### config.mk
export PLATFORM = sky130hd
export DESIGN_NAME = fssr_device_flat
export DESIGN_NICKNAME = d
export VERILOG_FILES = /design/src/fssr_pkg.sv /design/src/fssr_if.sv /design/src/fssr_device.sv /design/src/flat_wrapper.sv
export VERILOG_INCLUDE_DIRS = /design/src
export SDC_FILE = /design/constraint.sdc
export NUM_CORES = 1
export LEC_CHECK = 0
export BUFFER_PORTS_ARGS = -buffer_cell sky130_fd_sc_hd__clkbuf_2
export CAP_MARGIN = 30
export CELL_PAD_IN_SITES_DETAIL_PLACEMENT = 0
export CELL_PAD_IN_SITES_GLOBAL_PLACEMENT = 1
export CORE_MARGIN = 2
export CORE_UTILIZATION = 49
export DETAILED_ROUTE_END_ITERATION = 10
export GPL_ROUTABILITY_DRIVEN = 0
export PLACE_DENSITY_LB_ADDON = 0.3
export SYNTH_ARGS = -nofsm -noshare
export SYNTH_HDL_FRONTEND = slang
export SYNTH_SLANG_ARGS = --single-unit
### constraint.sdc
create_clock -name clk_i -period 7.71 [get_ports clk_i]
set_input_delay 1.542 -clock clk_i [delete_from_list [all_inputs] [get_ports clk_i]]
set_output_delay 1.542 -clock clk_i [all_outputs]
set_load 0.05 [all_outputs]
### src/fssr_cfg.svh
// constants for the flash suspend/resume control ends
`ifndef FSSR_CFG_SVH
`define FSSR_CFG_SVH
`define FSSR_CLK_NS        50
`define FSSR_SUSP_LAT_NS   40000
`define FSSR_RSM_GAP_NS    100000
`define FSSR_SUSP_LAT_CYC  (`FSSR_SUSP_LAT_NS / `FSSR_CLK_NS)
`define FSSR_RSM_GAP_CYC   ((`FSSR_RSM_GAP_NS + `FSSR_CLK_NS - 1) / `FSSR_CLK_NS)
`define FSSR_PROG_CYC      200
`define FSSR_ERASE_CYC     1000
`define FSSR_CHIP_CYC      4000
`define FSSR_CRC_CYC       500
`define FSSR_SR1_BUSY      0
`define FSSR_SR1_WEL       1
`define FSSR_SR2_PROG      0
`define FSSR_SR2_ERASE     1
`define FSSR_SR2_CRC       4
`define FSSR_UNDEF_BYTE    8'hA5
`define FSSR_REG_CMD       8'h00
`define FSSR_REG_ADDR      8'h04
`define FSSR_REG_STATUS    8'h08
`define FSSR_REG_RDATA     8'h0C
`define FSSR_ST_PEND       0
`define FSSR_ST_OK         1
`define FSSR_ST_DEF        2
`define FSSR_ST_HALTED     3
`endif

### src/fssr_pkg.sv
// types shared by both ends of the suspend/resume link
package fssr_pkg;
    typedef enum logic [3:0] {
        OP_NOP, OP_RD_SR1, OP_RD_SR2, OP_RD_ARRAY, OP_RD_DYB, OP_WREN, OP_WRDIS, OP_PAGE_PROG,
        OP_SEC_PROG, OP_SECT_ERASE, OP_CHIP_ERASE, OP_CRC_START, OP_WR_ANY_REG, OP_ERASE_PPB,
        OP_SUSPEND, OP_RESUME
    } fssr_op_t;
    typedef enum logic [2:0] {ENG_IDLE, ENG_PROG, ENG_ERASE, ENG_CHIP, ENG_CRC, ENG_SUSPENDING} fssr_eng_t;
    typedef enum logic [2:0] {H_IDLE, H_SEND, H_WAIT, H_POLL, H_POLL_WAIT} fssr_host_st_t;
endpackage : fssr_pkg

### src/fssr_if.sv
// transaction link between host controller and flash device
`timescale 1ns/1ps
interface fssr_if;
    import fssr_pkg::*;
    logic       req;
    fssr_op_t   op;
    logic [15:0] addr;
    logic       ack;
    logic       ok;
    logic [7:0] rdata;
    logic       rdef;
    modport dev  (input req, input op, input addr, output ack, output ok, output rdata, output rdef);
    modport host (output req, output op, output addr, input ack, input ok, input rdata, input rdef);
endinterface : fssr_if

### src/fssr_device.sv
// flash device end: embedded operation engine with suspend and resume
// What this block does
// - suspend halts operation, busy clears; host polls
// - program suspend only while programming runs
// - status2 bit 0 shows program suspended
// - reads in suspended page give undefined data
// - erase suspend only for sector erase
// - status2 bit 1 shows erase suspended
// - erase suspend allows program, read, protection read
// - new erase ignored while anything suspended
// - reads in suspended sector give undefined data
// - integrity suspend only during crc; reads allowed
// - status2 bit 4 shows integrity check suspended
// - register write, protection erase refused when suspended
// - suspend completes within suspend latency
// - program in erase suspend returns to it
// - only defined transaction subset accepted while suspended
// - resume sets busy, program before erase
// - resume ignored when nothing suspended
// - suspend and resume repeatable without limit
// - host waits minimum gap resume to suspend
// - host should protect such sectors by dynamic bits; here they are fixed by DYB_INIT and block no program or erase
// - busy held through embedded operation
//
// The placing of the registers and the strobed register port are this design's own decisions.
`timescale 1ns/1ps
`include "fssr_cfg.svh"
module fssr_device
    import fssr_pkg::*;
#(
    parameter int          CNT_W      = 16,
    parameter int          SUSP_LAT   = `FSSR_SUSP_LAT_CYC,
    parameter int          PROG_CYC   = `FSSR_PROG_CYC,
    parameter int          ERASE_CYC  = `FSSR_ERASE_CYC,
    parameter int          CHIP_CYC   = `FSSR_CHIP_CYC,
    parameter int          CRC_CYC    = `FSSR_CRC_CYC,
    parameter logic [15:0] DYB_INIT   = 16'h0000
) (
    input  wire logic   clk_i,
    input  wire logic   rst_n_i,
    fssr_if.dev         link,
    output logic        ready_busy_o,
    output logic [2:0]  suspended_o
);
    fssr_eng_t          run_q, run_d, kind_q, kind_d;
    logic [CNT_W-1:0]   cnt_q, cnt_d, prog_left_q, prog_left_d;
    logic [CNT_W-1:0]   erase_left_q, erase_left_d, crc_left_q, crc_left_d;
    logic               prog_s_q, prog_s_d, erase_s_q, erase_s_d, crc_s_q, crc_s_d;
    logic               wel_q, wel_d;
    logic [7:0]         ppage_q, ppage_d;
    logic [3:0]         esect_q, esect_d;
    logic               ack_q, ok_q, rdef_q;
    logic [7:0]         rdata_q;

    wire logic busy      = (run_q != ENG_IDLE);
    wire logic any_susp  = prog_s_q | erase_s_q | crc_s_q;
    wire logic ps_cs     = prog_s_q | crc_s_q;
    wire logic can_susp  = ((run_q == ENG_PROG) || (run_q == ENG_ERASE) || (run_q == ENG_CRC))
                           && !ps_cs && (cnt_q > 1);
    wire logic in_ppage  = prog_s_q && (link.addr[15:8] == ppage_q);
    wire logic in_esect  = erase_s_q && (link.addr[15:12] == esect_q);
    logic            accept;
    wire logic [7:0] sr1 = 8'(wel_q) << `FSSR_SR1_WEL | 8'(busy) << `FSSR_SR1_BUSY;
    wire logic [7:0] sr2 = 8'(prog_s_q) << `FSSR_SR2_PROG | 8'(erase_s_q) << `FSSR_SR2_ERASE
                         | 8'(crc_s_q) << `FSSR_SR2_CRC;
    wire logic arr_def   = !in_ppage && !in_esect;
    wire logic [7:0] arr = arr_def ? (link.addr[7:0] ^ link.addr[15:8]) : `FSSR_UNDEF_BYTE;
    wire logic [7:0] dynamic_protection_bits = {7'h00, DYB_INIT[link.addr[15:12]]};

    // acceptance filter; while busy only status reads and a valid suspend get through
    function automatic logic fssr_allowed(input fssr_op_t op);
        logic r;
        r = 1'b0;
        case (op)
            OP_RD_SR1, OP_RD_SR2: r = 1'b1;
            OP_SUSPEND:    r = can_susp;
            OP_RESUME:     r = !busy && any_susp;
            OP_RD_ARRAY, OP_RD_DYB: r = !busy;
            OP_WREN, OP_WRDIS: r = !busy && !ps_cs;
            OP_PAGE_PROG, OP_SEC_PROG: r = !busy && !ps_cs && wel_q
                                           && !(erase_s_q && link.addr[15:12] == esect_q);
            OP_SECT_ERASE, OP_CHIP_ERASE: r = !busy && !any_susp && wel_q;
            OP_CRC_START:  r = !busy && !any_susp;
            OP_WR_ANY_REG, OP_ERASE_PPB: r = !busy && !any_susp && wel_q;
            default:       r = 1'b0;
        endcase
        return r;
    endfunction : fssr_allowed

    // a continuous assignment would only wake on op changes and miss state read inside the function
    always_comb accept = fssr_allowed(link.op);

    always_comb begin
        run_d        = run_q;
        kind_d       = kind_q;
        cnt_d        = cnt_q;
        prog_left_d  = prog_left_q;
        erase_left_d = erase_left_q;
        crc_left_d   = crc_left_q;
        prog_s_d     = prog_s_q;
        erase_s_d    = erase_s_q;
        crc_s_d      = crc_s_q;
        wel_d        = wel_q;
        ppage_d      = ppage_q;
        esect_d      = esect_q;
        if (run_q == ENG_SUSPENDING) begin
            if (cnt_q <= 1) begin
                run_d = ENG_IDLE;
                case (kind_q)
                    ENG_PROG:  prog_s_d = 1'b1;
                    ENG_ERASE: erase_s_d = 1'b1;
                    ENG_CRC:   crc_s_d = 1'b1;
                    default:   ;
                endcase
            end else begin
                cnt_d = cnt_q - 1'b1;
            end
        end else if (busy) begin
            // completion leaves the flag clear; a program nested in erase suspend keeps erase flag
            if (cnt_q <= 1) begin
                run_d = ENG_IDLE;
            end else begin
                cnt_d = cnt_q - 1'b1;
            end
        end
        if (link.req && accept) begin
            case (link.op)
                OP_SUSPEND: begin
                    run_d  = ENG_SUSPENDING;
                    kind_d = run_q;
                    cnt_d  = CNT_W'(SUSP_LAT);
                    case (run_q)
                        ENG_PROG:  prog_left_d = cnt_q - 1'b1;
                        ENG_ERASE: erase_left_d = cnt_q - 1'b1;
                        default:   crc_left_d = cnt_q - 1'b1;
                    endcase
                end
                OP_RESUME: begin
                    if (prog_s_q) begin
                        run_d    = ENG_PROG;
                        cnt_d    = prog_left_q;
                        prog_s_d = 1'b0;
                    end else if (erase_s_q) begin
                        run_d     = ENG_ERASE;
                        cnt_d     = erase_left_q;
                        erase_s_d = 1'b0;
                    end else begin
                        run_d   = ENG_CRC;
                        cnt_d   = crc_left_q;
                        crc_s_d = 1'b0;
                    end
                end
                OP_WREN:  wel_d = 1'b1;
                OP_WRDIS: wel_d = 1'b0;
                OP_PAGE_PROG, OP_SEC_PROG: begin
                    run_d   = ENG_PROG;
                    cnt_d   = CNT_W'(PROG_CYC);
                    wel_d   = 1'b0;
                    ppage_d = link.addr[15:8];
                end
                OP_SECT_ERASE: begin
                    run_d   = ENG_ERASE;
                    cnt_d   = CNT_W'(ERASE_CYC);
                    wel_d   = 1'b0;
                    esect_d = link.addr[15:12];
                end
                OP_CHIP_ERASE: begin
                    run_d = ENG_CHIP;
                    cnt_d = CNT_W'(CHIP_CYC);
                    wel_d = 1'b0;
                end
                OP_CRC_START: begin
                    run_d = ENG_CRC;
                    cnt_d = CNT_W'(CRC_CYC);
                end
                OP_WR_ANY_REG, OP_ERASE_PPB: wel_d = 1'b0;
                default: ;
            endcase
        end
    end

    // response data; array content is a stand-in pattern, storage is outside this block
    wire logic [7:0] rsp_data = (link.op == OP_RD_SR1)   ? sr1 :
                                (link.op == OP_RD_SR2)   ? sr2 :
                                (link.op == OP_RD_ARRAY) ? arr :
                                (link.op == OP_RD_DYB)   ? dynamic_protection_bits : 8'h00;
    wire logic rsp_def = (link.op == OP_RD_ARRAY) ? arr_def : 1'b1;

    always_ff @(posedge clk_i) begin
        if (!rst_n_i) begin
            run_q        <= ENG_IDLE;
            kind_q       <= ENG_IDLE;
            cnt_q        <= '0;
            prog_left_q  <= '0;
            erase_left_q <= '0;
            crc_left_q   <= '0;
            prog_s_q     <= 1'b0;
            erase_s_q    <= 1'b0;
            crc_s_q      <= 1'b0;
            wel_q        <= 1'b0;
            ppage_q      <= 8'h00;
            esect_q      <= 4'h0;
        end else begin
            run_q        <= run_d;
            kind_q       <= kind_d;
            cnt_q        <= cnt_d;
            prog_left_q  <= prog_left_d;
            erase_left_q <= erase_left_d;
            crc_left_q   <= crc_left_d;
            prog_s_q     <= prog_s_d;
            erase_s_q    <= erase_s_d;
            crc_s_q      <= crc_s_d;
            wel_q        <= wel_d;
            ppage_q      <= ppage_d;
            esect_q      <= esect_d;
        end
    end

    always_ff @(posedge clk_i) begin
        if (!rst_n_i) begin
            ack_q   <= 1'b0;
            ok_q    <= 1'b0;
            rdata_q <= 8'h00;
            rdef_q  <= 1'b0;
            ready_busy_o <= 1'b0;
            suspended_o  <= 3'h0;
        end else begin
            ack_q   <= link.req;
            ok_q    <= link.req && accept;
            rdata_q <= (link.req && accept) ? rsp_data : 8'h00;
            rdef_q  <= link.req && accept && rsp_def;
            ready_busy_o <= (run_d != ENG_IDLE);
            suspended_o  <= {crc_s_d, erase_s_d, prog_s_d};
        end
    end

    assign link.ack   = ack_q;
    assign link.ok    = ok_q;
    assign link.rdata = rdata_q;
    assign link.rdef  = rdef_q;
endmodule : fssr_device

### src/flat_wrapper.sv
// flat-port wrapper written by rule: the top's interface ports become plain ports
module fssr_device_flat import fssr_pkg::*;
#(
    parameter int          CNT_W      = 16,
    parameter int          SUSP_LAT   = `FSSR_SUSP_LAT_CYC,
    parameter int          PROG_CYC   = `FSSR_PROG_CYC,
    parameter int          ERASE_CYC  = `FSSR_ERASE_CYC,
    parameter int          CHIP_CYC   = `FSSR_CHIP_CYC,
    parameter int          CRC_CYC    = `FSSR_CRC_CYC,
    parameter logic [15:0] DYB_INIT   = 16'h0000
)
  (clk_i, rst_n_i, ready_busy_o, suspended_o, link_req, link_op, link_addr, link_ack, link_ok, link_rdata, link_rdef);
  fssr_if link_i ();
  input  wire logic clk_i;
  input  wire logic rst_n_i;
  output logic ready_busy_o;
  output logic [2:0] suspended_o;
  input wire logic [$bits(link_i.req)-1:0] link_req;
  input wire logic [$bits(link_i.op)-1:0] link_op;
  input wire logic [$bits(link_i.addr)-1:0] link_addr;
  output wire logic [$bits(link_i.ack)-1:0] link_ack;
  output wire logic [$bits(link_i.ok)-1:0] link_ok;
  output wire logic [$bits(link_i.rdata)-1:0] link_rdata;
  output wire logic [$bits(link_i.rdef)-1:0] link_rdef;
  assign link_i.req = link_req;
  assign link_i.op = link_op;
  assign link_i.addr = link_addr;
  assign link_ack = link_i.ack;
  assign link_ok = link_i.ok;
  assign link_rdata = link_i.rdata;
  assign link_rdef = link_i.rdef;
  fssr_device #(.CNT_W(CNT_W), .SUSP_LAT(SUSP_LAT), .PROG_CYC(PROG_CYC), .ERASE_CYC(ERASE_CYC), .CHIP_CYC(CHIP_CYC), .CRC_CYC(CRC_CYC), .DYB_INIT(DYB_INIT)) u_core (.clk_i(clk_i), .rst_n_i(rst_n_i), .link(link_i), .ready_busy_o(ready_busy_o), .suspended_o(suspended_o));
endmodule
==> results.ini <==
[worst_setup_path]
worstSetupStartpointType=primary input
worstSetupPathType=in2reg
r2r_cells=8
path_max_fanout=23
required_ns=7.99
critPathArrivalTime_ns=4.73
worstSetupEndpointType=flip-flop

[drt]
drt_wl_total_um=12000
drc=0
viasPerCell=5.64
drtIter0Drc=246
drtPass1Iterations=4
route.vias.total=4203
ant_nets=0
wl_per_cell_um=16.1

[timing]
relSlewSlack_pct=42.4
hold_viol=0
final-max-slew-violation-count=0
setup_tns_ns=0
setup_viol=0
finalWorstSetupSlack_ns=3.26
finalCriticalPeriod_ns=4.45
fmax_mhz=225
clock_skew_ns=0.00983
worst_pin_slew_ns=0.864
fin_crit_sh_pct=57.7
rsz0062_at_grt=false

[cts]
post_cts_resized=0
clockBufferDepth=2
clk_latency_ns=0.37
htree_levels=3
hold_buffers=0
cts_tree=built
numCtsBuffers=9
path_clk_slew_ns=0.09
clock_sinks=98
cts_setup_buffers=0
root_buffer=clkbuf_8

[logic_synthesis]
synthArstFlopShare_pct=0
synthTopCellsByArea=dfxtp_1 39%, mux2i_1 15%, nor2_1 7.0%
synth_seq_cells=98
netlist_area_um2=5070
yosysTopAreaCell=dfxtp_1
ys.warnings.count=0
ys_types=55
synth_nets=618
synthCells=593
synth_ff_type=dfxtp_1
synth.top_cell.area_share_pct=38.7
syn_avg_cell_area_um2=8.56
ys_seq_area_share_pct=38.7
synth-edff-count=0

[power]
ir_drop_mv=0.120
pwr_density_cell_nw_per_um2=207
p_leak_uw=0.00206

[place]
place_ws_ns=2.90
hpwl_um=8510
place_inst=729
port_buffers=37

[flow_run]
drv_cap=0

[final_layout]
n_antenna_cell=0
syn_to_final_growth_pct=8.14
layout_commonest_cell=dfxtp_1
layout.nets=629
final_cells=745
final_cell_mix=98 x dfxtp_1, 94 x nor2_1, 78 x mux2i_1, 50 x nand2_1, 37 x clkbuf_2
fillCellCount=990
drive_gt1_share_pct=12.2

[floorplan]
coreArea_um2=10200
start_util_pct=49.8
io_pins=38
die_h_um=106
die_w_um=106
dieArea_um2=11200
row_count=37

[global_route]
grt_overflow=0
track_usage_pct=22.4
grt_pass1_wl_um=20000
antenna_found_initial=0
grt_pass1_vias=4068
grt_max_degree=62

[min_path]
hold_path.class=reg2reg
min_path_cells=2

[status]
status=complete, no violations

logic make-up after synthesis:
| logic type | share of synthesized area [%] |
|---|---|
| simple gates | 18.7 |
| compound gates | 13.5 |
| flops | 38.7 |
| mux | 15.7 |
| buf+inv | 4.59 |
| xor+xnor | 8.46 |
| fa+ha+maj | 0.493 |
registers in the layout, indices dropped and copies added (netlist names):
name / flops
u_core.cnt_q: 16
u_core.crc_left_q: 16
u_core.erase_left_q: 16
u_core.prog_left_q: 16
u_core.link.rdata: 8
u_core.ppage_q: 8
u_core.esect_q: 4
u_core.kind_q: 3
u_core.run_q: 3
u_core.suspended_o: 2
u_core.crc_s_q: 1
u_core.link.ack: 1
u_core.link.ok: 1
u_core.link.rdef: 1
u_core.ready_busy_o: 1
u_core.wel_q: 1
worst paths after layout:
kind | startpoint | to | slack, ns
worst min register to register | u_core.esect_q[2] | u_core.esect_q[2] | 0.48
worst max register to register | u_core.cnt_q[8] | u_core.ready_busy_o | 3.84
worst min-delay path | u_core.esect_q[2] | u_core.esect_q[2] | 0.48
worst max-delay path | link_op[1] | u_core.link.rdata[0] | 3.26
cells in the mapped netlist, types with 2 or more instances:
cell / number
a211oi_1: 7
a21boi_0: 3
a21o_1: 2
a21oi_1: 21
a21oi_2: 4
a311oi_1: 2
a31oi_1: 2
a41oi_1: 2
and2_1: 2
buf_1: 2
buf_2: 3
buf_4: 5
clkbuf_1: 36
dfxtp_1: 98
ha_1: 2
inv_1: 9
mux2i_1: 78
nand2_1: 50
nand2b_1: 6
nand3_1: 11
nand4_1: 3
nand4b_1: 3
nor2_1: 94
nor2b_1: 2
nor3_1: 16
nor4_1: 4
nor4b_1: 4
o2111ai_1: 2
o211a_1: 5
o211ai_1: 2
o21ai_0: 25
o22ai_1: 9
o311a_1: 2
o41ai_1: 2
or2_2: 3
or3_1: 5
or4_1: 2
xnor2_1: 28
xor2_1: 21
per-stage QoR:
step	hold WS, ns	area (um^2)	power, uW	utilization (%)
after floorplan	0.450	5070	761	-
after global placement	0.457	5310	828	52.1
after detailed placement	0.471	5310	832	52.1
after CTS	0.484	5490	1150	53.9
after global routing	0.521	5490	1200	53.9
final	0.482	5490	1140	53.9
critical path, stage by stage:
cell       delay [ns]
clkbuf_2         0.26
nor4b_1          0.64
o21ai_0          0.19
a311oi_1         0.41
a2111oi_4        0.12
a21boi_1         0.71
nand2_1          0.49
a311oi_1         0.36
per-layer routing:
| layer | wire [um] | share of wire (%) | track usage, % |
|---|---|---|---|
| met5 | 0 | 0 | 0 |
| met1 | 5620 | 47 | 29.1 |
| met3 | 574 | 4.8 | 5.07 |
| met4 | 269 | 2.2 | 8.18 |
| met2 | 5530 | 46 | 36.5 |
area by class of cell:
type	instances	area, um^2	area share, %
clock inverter	4	26.3	0.479
inverter	10	37.5	0.684
clock buffer	12	155	2.83
tap	136	170	3.10
multi-input combinational	439	2880	52.6
sequential	98	1960	35.8
timing repair buffer	46	253	4.61
where the power goes:
group          switching (uW)  total, uW  internal, uW  leakage (uW)
logic                     180        287           107       0.00118
registers                16.9        536           519      0.000791
clock network             179        314           135     0.0000924
No activity file was read; power rests on OpenSTA's default activity.
